### src/core/poe_ctl_pkg.sv
// Constants for the port control write register bank.
// Assumes a byte-wide register write port fed by the serial management front end.
package poe_ctl_pkg;
	localparam int CLK_HZ = 50_000_000;
	localparam int NUM_PORTS = 4;
	localparam logic [3:0] SEL_COMMON_CONTROL = 4'h1;
	localparam logic [3:0] SEL_PORT_FUNCTION = 4'h2;
	localparam logic [3:0] SEL_PORT_ENABLE_CONV = 4'h3;
	localparam logic [3:0] SEL_TEST_OVERRIDE = 4'hF;
	localparam logic [7:0] RESET_VALUE = 8'h00;
	// Command byte fields.
	localparam int CMD_SEL_LSB = 3;
	localparam int CMD_PORT_LSB = 0;
	// Test register bits.
	localparam int TST_TSD_FORCE = 6;
	localparam int TST_POR_HOLD = 5;
	localparam int TST_DISC_TMR_OFF = 4;
	localparam int TST_DISC_HALT = 3;
	localparam int TST_DC_TMR_ZERO = 2;
	localparam int TST_ERR_TMR_OFF = 1;
	localparam logic [7:0] TST_MASK = 8'h7E;
	// Common control bits.
	localparam int CC_TSD_DISABLE = 5;
	localparam int CC_AC_HIGH = 4;
	localparam int CC_AC_LOW = 3;
	localparam int CC_UVOV_DISABLE = 2;
	localparam int CC_ALL_OFF = 1;
	localparam int CC_SW_RESET = 0;
	localparam logic [7:0] CC_MASK = 8'h3E;
	// Port function register bits.
	localparam int PF_DISC_FAULT_OFF = 5;
	localparam int PF_DC_DISC_OFF = 4;
	localparam logic [7:0] PF_MASK = 8'h3F;
	// Port enable and converter register bits.
	localparam int PE_PORT_DISABLE = 4;
	localparam int PE_CONV_START = 3;
	localparam int PE_CONV_ABORT = 2;
	localparam logic [7:0] PE_MASK = 8'h14;
	// Timings.
	localparam int DISC_PHASE_MS = 4;
	localparam int DC_DISC_MIN_MS = 300;
	localparam int DC_DISC_MAX_MS = 400;
	localparam int ERR_DELAY_MS = 750;
	localparam int POR_TIME_US = 100;
	localparam int POR_CYCLES = POR_TIME_US * (CLK_HZ / 1_000_000);
	// Port function codes; legacy detection shares the ramp-up code as printed.
	typedef enum logic [3:0] {
		FN_DISABLE      = 4'h0,
		FN_DISCOVERY_1  = 4'h1,
		FN_DISCOVERY_2  = 4'h2,
		FN_VOLT_SAMPLE  = 4'h3,
		FN_CLASSIFY     = 4'h5,
		FN_RAMP_UP      = 4'h6,
		FN_CONT_SAMPLE  = 4'h7,
		FN_RAMP_DOWN    = 4'h8,
		FN_AC_LOW       = 4'h9,
		FN_AC_HIGH      = 4'hA,
		FN_CURR_SAMPLE  = 4'hB,
		FN_TEMP_SAMPLE  = 4'hC
	} port_fn_t;
	localparam logic [3:0] FN_LEGACY = 4'h6;
	typedef enum logic [1:0] {
		POR_ACTIVE = 2'b00,
		POR_DONE   = 2'b01
	} por_state_t;
endpackage

### src/core/poe_por_timer.sv
// Power-on-reset timing cycle for the control bank.
// Assumes a single clock; restart is a one-cycle pulse from the register bank.
`timescale 1ns/1ns
`default_nettype none
module poe_por_timer #(
	parameter int CYCLES = poe_ctl_pkg::POR_CYCLES
) (
	input  wire logic i_clk,
	input  wire logic i_arst_n,
	input  wire logic i_restart,
	input  wire logic i_hold_off,
	output logic      o_in_reset
);
	localparam int CW = $clog2(CYCLES + 1);
	poe_ctl_pkg::por_state_t state_r;
	logic [CW-1:0]           cnt_r;

	always_ff @(posedge i_clk or negedge i_arst_n) begin
		if (!i_arst_n) begin
			state_r <= poe_ctl_pkg::POR_ACTIVE;
			cnt_r   <= '0;
		end else if (i_restart) begin
			state_r <= poe_ctl_pkg::POR_ACTIVE;
			cnt_r   <= '0;
		end else begin
			unique case (state_r)
				poe_ctl_pkg::POR_ACTIVE: begin
					// Hold-off forces the timer straight to the non-reset state.
					if (i_hold_off || cnt_r == CW'(CYCLES - 1)) begin
						state_r <= poe_ctl_pkg::POR_DONE;
					end else begin
						cnt_r <= cnt_r + CW'(1);
					end
				end
				poe_ctl_pkg::POR_DONE: begin
					cnt_r <= '0;
				end
				default: begin
					state_r <= poe_ctl_pkg::POR_ACTIVE;
				end
			endcase
		end
	end

	assign o_in_reset = (state_r == poe_ctl_pkg::POR_ACTIVE);
endmodule
`default_nettype wire

### src/core/poe_port_control_write_regs.sv
// Write-side control register bank for a four-port power-sourcing manager.
// Assumes the serial front end delivers a command byte and a data byte with a write strobe.
`timescale 1ns/1ns
`default_nettype none

////////////////////////////////////////////////////////////////////////////////
// Notes on behaviour
// - Test bit 6 forces thermal shutdown, all ports off.
// - Test bit 5 holds power-on-reset logic out of reset.
// - Test bit 4 clear: 4 ms discovery timers; set: timers disabled.
// - Test bit 3 halts both discovery phases on all ports.
// - Test bit 2 zeroes the 300-400 ms DC disconnect timer.
// - Test bit 1 disables the 750 ms error-delay timer.
// - Common bit 5 disables thermal fault; locked after device probe.
// - Common bit 4 drives the high-side AC disconnect output.
// - Common bit 3 drives the low-side AC disconnect output.
// - Common bit 2 disables port over and under voltage faults.
// - Common bit 1 shuts all ports down at once, no ramp.
// - Common bit 0 resets everything and restarts power-on timing.
// - Both port registers exist per port, chosen by port address.
// - Port bit 5 suppresses signature resistance discovery faults.
// - Port bit 4 disables DC disconnect for AC disconnect use.
// - Function code zero powers down and resets the port.
// - Codes 1,2,3,5,6 start discovery, sampling, class, ramp up.
// - Codes 7 to C start sampling, ramp down, AC, current, temperature.
// - Second port register bit 4 disables the port.
// - Second port register bit 3 starts a conversion, self-clearing.
// - Second port register bit 2 aborts a running conversion.
// - Command bits 6-3 pick the register, bits 1-0 the port.
module poe_port_control_write_regs #(
	parameter int NUM_PORTS = poe_ctl_pkg::NUM_PORTS,
	parameter int POR_CYC   = poe_ctl_pkg::POR_CYCLES
) (
	input  wire logic                   i_clk,
	input  wire logic                   i_arst_n,
	input  wire logic                   i_wr_stb,
	input  wire logic [7:0]             i_wr_cmd,
	input  wire logic [7:0]             i_wr_data,
	input  wire logic                   i_device_probed,
	output logic                        o_por_active,
	output logic                        o_thermal_shutdown_force,
	output logic                        o_disc_timer_disable,
	output logic                        o_disc_halt,
	output logic                        o_dc_disc_timer_zero,
	output logic                        o_error_delay_timer_disable,
	output logic                        o_thermal_shutdown_fault_disable,
	output logic                        o_ac_disconnect_high_drive,
	output logic                        o_ac_disconnect_low_drive,
	output logic                        o_uvov_fault_disable,
	output logic                        o_all_ports_off,
	output logic [NUM_PORTS-1:0]        o_port_off,
	output logic [NUM_PORTS*4-1:0]      o_port_function,
	output logic [NUM_PORTS-1:0]        o_function_start,
	output logic [NUM_PORTS-1:0]        o_disc_fault_disable,
	output logic [NUM_PORTS-1:0]        o_dc_disconnect_disable,
	output logic [NUM_PORTS-1:0]        o_port_disable,
	output logic [NUM_PORTS-1:0]        o_conv_start,
	output logic [NUM_PORTS-1:0]        o_conv_abort
);

////////////////////////////////////////////////////////////////////////////////
// Command decode.

	function automatic logic sel_is(input logic [7:0] cmd, input logic [3:0] code);
		return cmd[poe_ctl_pkg::CMD_SEL_LSB +: 4] == code;
	endfunction

	logic       wr_common;
	logic       wr_func;
	logic       wr_pen;
	logic       wr_test;
	logic [1:0] port_sel;
	logic       sw_reset;
	logic       clr;

	assign port_sel  = i_wr_cmd[poe_ctl_pkg::CMD_PORT_LSB +: 2];
	assign wr_common = i_wr_stb && sel_is(i_wr_cmd, poe_ctl_pkg::SEL_COMMON_CONTROL);
	assign wr_func   = i_wr_stb && sel_is(i_wr_cmd, poe_ctl_pkg::SEL_PORT_FUNCTION);
	assign wr_pen    = i_wr_stb && sel_is(i_wr_cmd, poe_ctl_pkg::SEL_PORT_ENABLE_CONV);
	assign wr_test   = i_wr_stb && sel_is(i_wr_cmd, poe_ctl_pkg::SEL_TEST_OVERRIDE);
	assign sw_reset  = wr_common && i_wr_data[poe_ctl_pkg::CC_SW_RESET];
	// Registers other than the test override stay cleared for the whole power-on timing cycle.
	assign clr       = sw_reset || o_por_active;

////////////////////////////////////////////////////////////////////////////////
// Power-on-reset timing.

	logic [7:0] test_r;

	poe_por_timer #(
		.CYCLES(POR_CYC)
	) u_por (
		.i_clk     (i_clk),
		.i_arst_n  (i_arst_n),
		.i_restart (sw_reset),
		.i_hold_off(test_r[poe_ctl_pkg::TST_POR_HOLD]),
		.o_in_reset(o_por_active)
	);

////////////////////////////////////////////////////////////////////////////////
// Test override register. It survives the power-on cycle so that the hold
// bit can keep the timer out of reset; software reset still clears it.

	always_ff @(posedge i_clk or negedge i_arst_n) begin
		if (!i_arst_n) begin
			test_r <= poe_ctl_pkg::RESET_VALUE;
		end else if (sw_reset) begin
			test_r <= poe_ctl_pkg::RESET_VALUE;
		end else if (wr_test) begin
			test_r <= i_wr_data & poe_ctl_pkg::TST_MASK;
		end
	end

	assign o_thermal_shutdown_force    = test_r[poe_ctl_pkg::TST_TSD_FORCE];
	assign o_disc_timer_disable        = test_r[poe_ctl_pkg::TST_DISC_TMR_OFF];
	assign o_disc_halt                 = test_r[poe_ctl_pkg::TST_DISC_HALT];
	assign o_dc_disc_timer_zero        = test_r[poe_ctl_pkg::TST_DC_TMR_ZERO];
	assign o_error_delay_timer_disable = test_r[poe_ctl_pkg::TST_ERR_TMR_OFF];

////////////////////////////////////////////////////////////////////////////////
// Common control register.

	logic [7:0] common_r;

	always_ff @(posedge i_clk or negedge i_arst_n) begin
		if (!i_arst_n) begin
			common_r <= poe_ctl_pkg::RESET_VALUE;
		end else if (clr) begin
			common_r <= poe_ctl_pkg::RESET_VALUE;
		end else if (wr_common) begin
			common_r <= i_wr_data & poe_ctl_pkg::CC_MASK;
			// Once probed, the thermal fault disable keeps its value.
			if (i_device_probed) begin
				common_r[poe_ctl_pkg::CC_TSD_DISABLE] <=
					common_r[poe_ctl_pkg::CC_TSD_DISABLE];
			end
		end
	end

	assign o_thermal_shutdown_fault_disable = common_r[poe_ctl_pkg::CC_TSD_DISABLE];
	assign o_ac_disconnect_high_drive = common_r[poe_ctl_pkg::CC_AC_HIGH];
	assign o_ac_disconnect_low_drive  = common_r[poe_ctl_pkg::CC_AC_LOW];
	assign o_uvov_fault_disable       = common_r[poe_ctl_pkg::CC_UVOV_DISABLE];
	assign o_all_ports_off            = common_r[poe_ctl_pkg::CC_ALL_OFF];

////////////////////////////////////////////////////////////////////////////////
// Per-port registers.

	logic [5:0]           func_r [NUM_PORTS];
	logic [NUM_PORTS-1:0] pdis_r;
	logic [NUM_PORTS-1:0] abort_r;
	logic [NUM_PORTS-1:0] start_r;
	logic [NUM_PORTS-1:0] fstart_r;

	for (genvar p = 0; p < NUM_PORTS; p++) begin : g_port
		logic hit;
		assign hit = port_sel == 2'(p);

		always_ff @(posedge i_clk or negedge i_arst_n) begin
			if (!i_arst_n) begin
				func_r[p]   <= '0;
				fstart_r[p] <= 1'b0;
			end else if (clr) begin
				func_r[p]   <= '0;
				fstart_r[p] <= 1'b0;
			end else begin
				fstart_r[p] <= wr_func && hit;
				if (wr_func && hit) begin
					func_r[p] <= i_wr_data[5:0] & poe_ctl_pkg::PF_MASK[5:0];
				end
			end
		end

		always_ff @(posedge i_clk or negedge i_arst_n) begin
			if (!i_arst_n) begin
				pdis_r[p]  <= 1'b0;
				abort_r[p] <= 1'b0;
				start_r[p] <= 1'b0;
			end else if (clr) begin
				pdis_r[p]  <= 1'b0;
				abort_r[p] <= 1'b0;
				start_r[p] <= 1'b0;
			end else if (wr_pen && hit) begin
				pdis_r[p]  <= i_wr_data[poe_ctl_pkg::PE_PORT_DISABLE];
				abort_r[p] <= i_wr_data[poe_ctl_pkg::PE_CONV_ABORT];
				start_r[p] <= i_wr_data[poe_ctl_pkg::PE_CONV_START];
			end else begin
				start_r[p] <= 1'b0;
			end
		end

		assign o_port_function[p*4 +: 4] = func_r[p][3:0];
		assign o_disc_fault_disable[p]    = func_r[p][poe_ctl_pkg::PF_DISC_FAULT_OFF];
		assign o_dc_disconnect_disable[p] = func_r[p][poe_ctl_pkg::PF_DC_DISC_OFF];
		// Port is forced off by thermal test, global shutdown, disable, or code zero.
		assign o_port_off[p] = o_thermal_shutdown_force || o_all_ports_off || pdis_r[p]
			|| func_r[p][3:0] == poe_ctl_pkg::FN_DISABLE;
	end

	assign o_function_start = fstart_r;
	assign o_port_disable   = pdis_r;
	assign o_conv_start     = start_r;
	assign o_conv_abort     = abort_r;
endmodule
`default_nettype wire

### config.mk
export PLATFORM = sky130hd
export DESIGN_NAME = poe_port_control_write_regs
export DESIGN_NICKNAME = d
export VERILOG_FILES = /design/src/core/poe_ctl_pkg.sv /design/src/core/poe_por_timer.sv /design/src/core/poe_port_control_write_regs.sv
export SDC_FILE = /design/constraint.sdc
export NUM_CORES = 1
export LEC_CHECK = 0
export ABC_CLOCK_PERIOD_IN_PS = 1950
export BUFFER_PORTS_ARGS = -buffer_cell sky130_fd_sc_hd__buf_2
export CAP_MARGIN = 40
export CORE_AREA = 2 2 81 99
export CTS_BUF_LIST = sky130_fd_sc_hd__clkbuf_4 sky130_fd_sc_hd__clkbuf_8 sky130_fd_sc_hd__clkbuf_16
export DETAILED_ROUTE_END_ITERATION = 16
export DIE_AREA = 0 0 83 101
export PLACE_DENSITY = 0.64
export SETUP_SLACK_MARGIN = 0.4
export SYNTH_ARGS = -nofsm -noshare
export SYNTH_HDL_FRONTEND = slang
export SYNTH_SLANG_ARGS = --single-unit
export TNS_END_PERCENT = 100
### constraint.sdc
create_clock -name i_clk -period 1.95 [get_ports i_clk]
set_input_delay 0.39 -clock i_clk [delete_from_list [all_inputs] [get_ports i_clk]]
set_output_delay 0.39 -clock i_clk [all_outputs]
set_load 0.02 [all_outputs]
==> reports/qor.yml, run 1 <==
ant_nets: 0
grt_setup_unrepaired: "yes"
fin_crit_ns: 1.75
ys_types: 47
finalWorstSetupSlack_ns: 0.200
grt.overflow.total: 0
start_kind: "register"
reg2reg_depth: 4
grt_pass1_wl_mm: 11.5
hpwl_mm: 5.05
start_util_pct: 39.5
die_y_um: 101
rows: 35
ys.warnings.count: 0
seq_area_frac_synth_pct: 54.9
finalNonFillerCells: 445
final_util_pct: 50.8
syn_nets: 287
crit_type: "register to register"
wl_per_cell_um: 16.0
antenna_found_initial: 0
fin_worst_skew_ns: 0.00515
drv_cap: 0
cts_max_level: 3
finalSetupTns_ns: 0
pwr-share-clk_pct: 30.6
die-area_um2: 8380
nNetsFinal: 371
ctsRootBufferMaster: "clkbuf_8"
rr_endpoint: "u_por.cnt_r[11]$_DFFE_PN0P_"
yosysTopAreaCellShare_pct: 54.9
syn_to_final_growth_pct: 28.5
numCtsBuffers: 9
drtIter0Drc: 141
place_ws_ns: 0.0910
synth.most_common_cell: "dfrtp_1"
core-area_um2: 7490
grt_util_all_layers_pct: 17.7
hold_viol: 0
cp.required_ns: 2.18
synth_commonest_cells: "dfrtp_1 (65), nor2_1 (44), mux2i_1 (32)"
cp-end-kind: "register"
ir_drop_v: 0.000504
diodes: 0
vias_per_cell: 5.21
synthCells: 266
p_switching_uw: 1060
vias: 2318
reg2reg_from: "u_por.cnt_r[6]$_DFFE_PN0P_"
synthFlopType: "dfrtp_1"
first_pass_iters: 4
grt_start_max_net_pins: 66
powerDensity_nw_per_um2: 861
arrival_ns: 1.98
io_pins: 75
critPathMaxFanout: 5
yosysTopAreaCell: "dfrtp_1"
wl_mm: 7.12
finalSetupViolCount: 0
drc: 0
comb_power_share_pct: 23.1
worst_slew_pin_slew_ns: 0.454
drive_above_1_share_pct: 37.1
clkTransAtPathRegs_ns: 0.07
grt_pass1_vias: 2225
slew_headroom_pct: 69.6
clock_sinks: 65
cts_hold_buf: 0
switching_share_pct: 32.4
cts_tree: "done"
p_leak_uw: 0.00192
fmax_ghz: 0.572
p_int_uw: 2210
report.power.total_uw: 3270
io_buffers: 71
yosys-top-cells-area: "dfrtp_1 (55%), mux2i_1 (11%), nor2_1 (5.6%)"
postSynth.asyncResetShare_pct: 100
gp_congestion: 0.804
avgSynthCellArea_um2: 11.1
cts_buffer_depth: 2
ys_ff_latch: 65
r2r_slack_ns: 0.20
synth-edff-count: 0
outcome: "complete, no violations"
maxSlewViolCount: 0
p_seq_share_pct: 46.3
clk_latency_ns: 0.34
die_width_um: 83
syn_area_um2: 2960
placed_cells: 425
fin_crit_sh_pct: 89.7
hold_path_class: "input port to asynchronous set/reset pin"
area by class of cell:
class                      count  area, um2
clock buffer                  11        151
clock inverter                 3       17.5
fill                         657       3680
inverter                       5       20.0
multi-input combinational    181       1360
sequential                    65       1630
tap                           92        115
timing repair buffer          88        508
cell usage in the layout (no fill, tap or decap), types with 5 or more instances in the layout:
cell type / netlist / routed
nor2_1: 44 / 44
dfrtp_1: 65 / 61
nand2_1: 11 / 11
buf_4: 0 / 15
nand4_1: 6 / 6
xor2_1: 6 / 6
mux2i_1: 32 / 32
nand3_1: 12 / 12
a22o_1: 6 / 6
buf_2: 7 / 71
clkbuf_8: 0 / 11
a21oi_1: 9 / 6
and2_1: 5 / 5
sequential cells by signal, summed over array words and instances, names as in the netlist:
register / count
o_port_disable: 4
o_port_function: 16
common_r: 5
u_por.cnt_r: 13
o_dc_disconnect_disable: 4
o_function_start: 4
o_conv_abort: 4
test_r: 6
o_disc_fault_disable: 4
u_por.state_r: 1
o_conv_start: 4
metal layers:
layer	up-vias	GRT usage, %	part of all wire (%)
met1	1123	22.7	45
li1	1118	-	-
met5	-	0	0
met4	0	8.45	2.2
met2	61	27.4	48
met3	16	5.32	4.3
metrics by stage:
stage               instance area [um2]  hold slack [ns]
floorplan                          3040           0.0944
global placement                   3540            0.438
detailed placement                 3540            0.434
CTS                                3770           0.0616
global route                       3800           0.0756
finish                             3800           0.0643
kinds of logic after synthesis:
family,Yosys count,share of synthesized area [%]
simple gates,108,20.0
flops,65,54.9
compound gates,33,8.66
mux,32,10.8
buf+inv,20,3.09
xor+xnor,7,2.07
fa+ha+maj,1,0.423
power groups by stage:
stage / Combinational (uW) / Sequential (uW) / Clock (uW)
floorplan: 395 / 1580 / 0
global placement: 709 / 1530 / 0
detailed placement: 715 / 1540 / 0
CTS: 754 / 1510 / 1040
global route: 827 / 1530 / 1090
finish: 756 / 1520 / 1000
how the worst max path moves through the flow:
| stage | slack [ns] | from | endpoint | cells past startpoint |
|---|---|---|---|---|
| floorplan | 0.26 | u_por.cnt_r[6]$_DFFE_PN0P_ | u_por.cnt_r[0]$_DFFE_PN0P_ | 5 |
| detailed placement | 0.09 | i_wr_cmd[5] | o_port_function[4]$_DFFE_PN0P_ | 6 |
| global placement | 0.11 | i_wr_cmd[5] | o_port_function[7]$_DFFE_PN0P_ | 6 |
| CTS | 0.21 | common_r[1]$_DFFE_PN0P_ | o_port_off[1] | 3 |
| finish | 0.20 | u_por.cnt_r[6]$_DFFE_PN0P_ | u_por.cnt_r[11]$_DFFE_PN0P_ | 4 |
| global route | 0.13 | u_por.cnt_r[6]$_DFFE_PN0P_ | u_por.cnt_r[11]$_DFFE_PN0P_ | 4 |
what timing repair did:
item                                    CTS  global route
endpoints found under the setup margin   11            11
resized for setup                        10             4
buffers inserted                          3             3
pin swaps                                10             5
worst max-delay path, stage by stage, from the launching register on:
cell	delay (ns)
dfrtp_1	0.38
or4b_4	0.57
o41ai_4	0.41
nor4_1	0.10
o21ba_1	0.18
No activity file was read; power rests on OpenSTA's default activity.
==> inputs of run 2 (changes only) <==
--- a/config.mk
+++ b/config.mk
@@ -8,13 +8,14 @@
 export ABC_CLOCK_PERIOD_IN_PS = 1950
 export BUFFER_PORTS_ARGS = -buffer_cell sky130_fd_sc_hd__buf_2
 export CAP_MARGIN = 40
-export CORE_AREA = 2 2 81 99
+export CORE_AREA = 2 2 85 104
 export CTS_BUF_LIST = sky130_fd_sc_hd__clkbuf_4 sky130_fd_sc_hd__clkbuf_8 sky130_fd_sc_hd__clkbuf_16
 export DETAILED_ROUTE_END_ITERATION = 16
-export DIE_AREA = 0 0 83 101
-export PLACE_DENSITY = 0.64
+export DIE_AREA = 0 0 87 106
+export PLACE_DENSITY = 0.63
 export SETUP_SLACK_MARGIN = 0.4
 export SYNTH_ARGS = -nofsm -noshare
 export SYNTH_HDL_FRONTEND = slang
+export SYNTH_HIERARCHICAL = 1
 export SYNTH_SLANG_ARGS = --single-unit
 export TNS_END_PERCENT = 100
==> run 2 against run 1 <==
Maximum frequency up 0.88%. First-iteration DRC count up 19%. Sequential share of layout area down 2.6 points. Critical path type is now register to output port. Critical endpoint is now o_port_off[0]. Largest power group unchanged. Highest routed layer unchanged.
==> reports/qor.yml, run 2 <==
yosysTopAreaCell: "dfrtp_1"
layout_commonest_cell: "buf_2"
start_kind: "register"
vias_per_cell: 5.69  # +9.3%
finalSetupViolCount: 0  # unchanged
final_util_pct: 48.9  # -1.9 points
drc: 0  # unchanged
postSynth.asyncResetShare_pct: 100  # unchanged
crit_slowest_cell: "dfrtp_2"
largest_reg_flops: 16  # unchanged
ant_nets: 0  # unchanged
synth_top_family_by_area: "simple AND/OR/NAND/NOR gates"
ctsRootBufferMaster: "clkbuf_8"
synthFlopType: "dfrtp_1"
grt_util_all_layers_pct: 19.8  # +2.1 points
first_pass_iters: 5  # +1
synthCells: 335  # +26%
synth_fa_ha_area_share_pct: 0.760  # +0.34 points
fin_worst_skew_ns: 0.00803  # +0.00288 ns
r2r_slack_ns: 0.43  # +0.23 ns
path_delay_family: "flip-flops"
synth_xor_area_share_pct: 1.33  # -0.74 points
numCtsBuffers: 9  # unchanged
crit_type: "register to output port"
place_ws_ns: 0.279  # +0.188 ns
fin_crit_sh_pct: 88.9  # -0.78 points
reg2reg_from: "u_por/cnt_r[1]$_DFFE_PN0P_"
grt_pass1_wl_mm: 14.0  # +22%
mostFrequentLayoutCells: "buf_2 (71), dfrtp_1 (61), a21oi_1 (49)"
cts_buffer_depth: 2  # unchanged
syn_nets: 357  # +24%
die-area_um2: 9220  # +10%
worst-path-stages: 3  # -1
core-area_um2: 8290  # +11%
seq_area_frac_synth_pct: 49.4  # -5.6 points
yosysTopAreaCellShare_pct: 49.4  # -5.6 points
rows: 37  # +5.7%
hpwl_mm: 5.68  # +13%
grt_setup_unrepaired: "yes"
cts_tree: "done"
arrival_ns: 1.34  # -0.64 ns
vias: 2904  # +25%
synth.most_common_cell: "dfrtp_1"
die_width_um: 87  # +4.8%
syn_area_um2: 3290  # +11%
hold_path_class: "input port to asynchronous set/reset pin"
outcome: "complete, no violations"
cp.required_ns: 1.56  # -0.62 ns
syn_to_final_growth_pct: 23.1
cp-end-kind: "output port"
gp_congestion: 0.770  # -4.2%
drtIter0Drc: 168  # +19%
synth_commonest_cells: "dfrtp_1 (65), a21oi_1 (49), o21ai_0 (46)"
clk_latency_ns: 0.35  # about the same
avgSynthCellArea_um2: 9.83  # -12%
synth-edff-count: 0  # unchanged
slowest_delay_ns: 0.51  # -0.06 ns
start_util_pct: 39.7  # +0.21 points
finalSetupTns_ns: 0  # unchanged
fill_cells: 765  # +16%
clkTransAtPathRegs_ns: 0.07  # about the same
fmax_ghz: 0.577  # +0.88%
finalWorstSetupSlack_ns: 0.216  # +0.0152 ns
p_leak_uw: 0.00181  # -5.6%
powerDensity_nw_per_um2: 801  # -6.9%
ys_types: 46  # -2.1%
drv_cap: 0  # unchanged
reg2reg_depth: 6  # +2
critPathMaxFanout: 6  # +1
grt_start_max_net_pins: 66  # unchanged
wl_mm: 8.62  # +21%
cts_hold_buf: 0  # unchanged
die_y_um: 106  # +5.0%
wl_per_cell_um: 16.9  # +5.7%
yosys-top-cells-area: "dfrtp_1 (49%), a21oi_1 (7.4%), o21ai_0 (7.0%)"
io_pins: 75  # unchanged
maxSlewViolCount: 0  # unchanged
rr_endpoint: "u_por/cnt_r[2]$_DFFE_PN0P_"
worst_slew_pin_slew_ns: 0.401  # -0.0525 ns
holdWs_ns: 0.0411  # -0.0232 ns
cts_max_level: 3  # unchanged
hold_viol: 0  # unchanged
crit_chain: "nor3_4 -> o41ai_2 -> buf_2"
io_buffers: 71  # unchanged
diodes: 0  # unchanged
ys_ff_latch: 65  # unchanged
nNetsFinal: 430  # +16%
synthSimpleGateAreaFrac_pct: 25.6  # +5.6 points
synth_compound_area_share_pct: 17.4  # +8.8 points
worst-path-buf-inv: 1  # +1
ir_drop_v: 0.000384  # -24%
fin_crit_ns: 1.73  # -0.0152 ns
ys.warnings.count: 6  # +6
drive_above_1_share_pct: 33.2  # -3.9 points
antenna_found_initial: 0  # unchanged
clock_sinks: 65  # unchanged
grt_pass1_vias: 2720  # +22%
grt.overflow.total: 0  # unchanged
synth_mux_area_share_pct: 0  # -11 points
slew_headroom_pct: 73.1  # +3.5 points
==> run 2: cells by family after synthesis <==
family / after synthesis
AOI/OAI and AO/OA: 106
xor gates and xnor gates: 5
adders and majority gates: 2
buffers and inverters: 28
DFF: 65
and+or+nand+nor: 129
==> run 2: cell type report <==
class	instances	area [um2]	area share [%]
Timing Repair Buffer	86	505	12.5
Inverter	4	15.0	0.370
Clock buffer	11	145	3.58
Tap cell	97	121	2.99
Multi-Input combinational cell	242	1580	39.0
Clock inverter	5	55.1	1.36
Sequential cell	65	1630	40.2
==> run 2: report_power, final <==
part           switching (uW)  internal, uW  total, uW
Clock                     531           635       1170
Combinational             360           213        573
Sequential               83.8          1430       1510
==> run 2: worst max path at each step <==
stage / from / end / slack [ns]
floorplan: i_wr_data[0] / u_por/cnt_r[10]$_DFFE_PN0P_ / 0.43
global placement: i_wr_cmd[3] / o_port_function[1]$_DFFE_PN0P_ / 0.30
detailed placement: i_wr_cmd[3] / o_port_function[1]$_DFFE_PN0P_ / 0.28
CTS: test_r[6]$_DFFE_PN0P_ / o_port_off[0] / 0.21
global route: test_r[6]$_DFFE_PN0P_ / o_port_off[1] / 0.16
finish: test_r[6]$_DFFE_PN0P_ / o_port_off[0] / 0.22
==> run 2: what timing repair did <==
| item | CTS | global route |
|---|---|---|
| endpoints found under the setup margin | 7 | 9 |
| pin swaps | 5 | 4 |
| setup buffers | 3 | 4 |
| gates resized for setup | 10 | 6 |
==> run 2: routing by layer <==
layer  routed length (um)  global-route usage, %
met5                    0                      0
met4                  100                   8.37
met3                  615                   4.58
met2                 4160                   29.7
met1                 3740                   27.3
==> run 2: through the flow <==
step	instances	instance area (um2)	total power, uW
3_3_place_gp	487	3740	2070
6_report	510	4060	3250
3_5_place_dp	487	3740	2080
5_1_grt	510	4060	3410
2_1_floorplan	335	3330	1860
4_1_cts	506	4000	3270
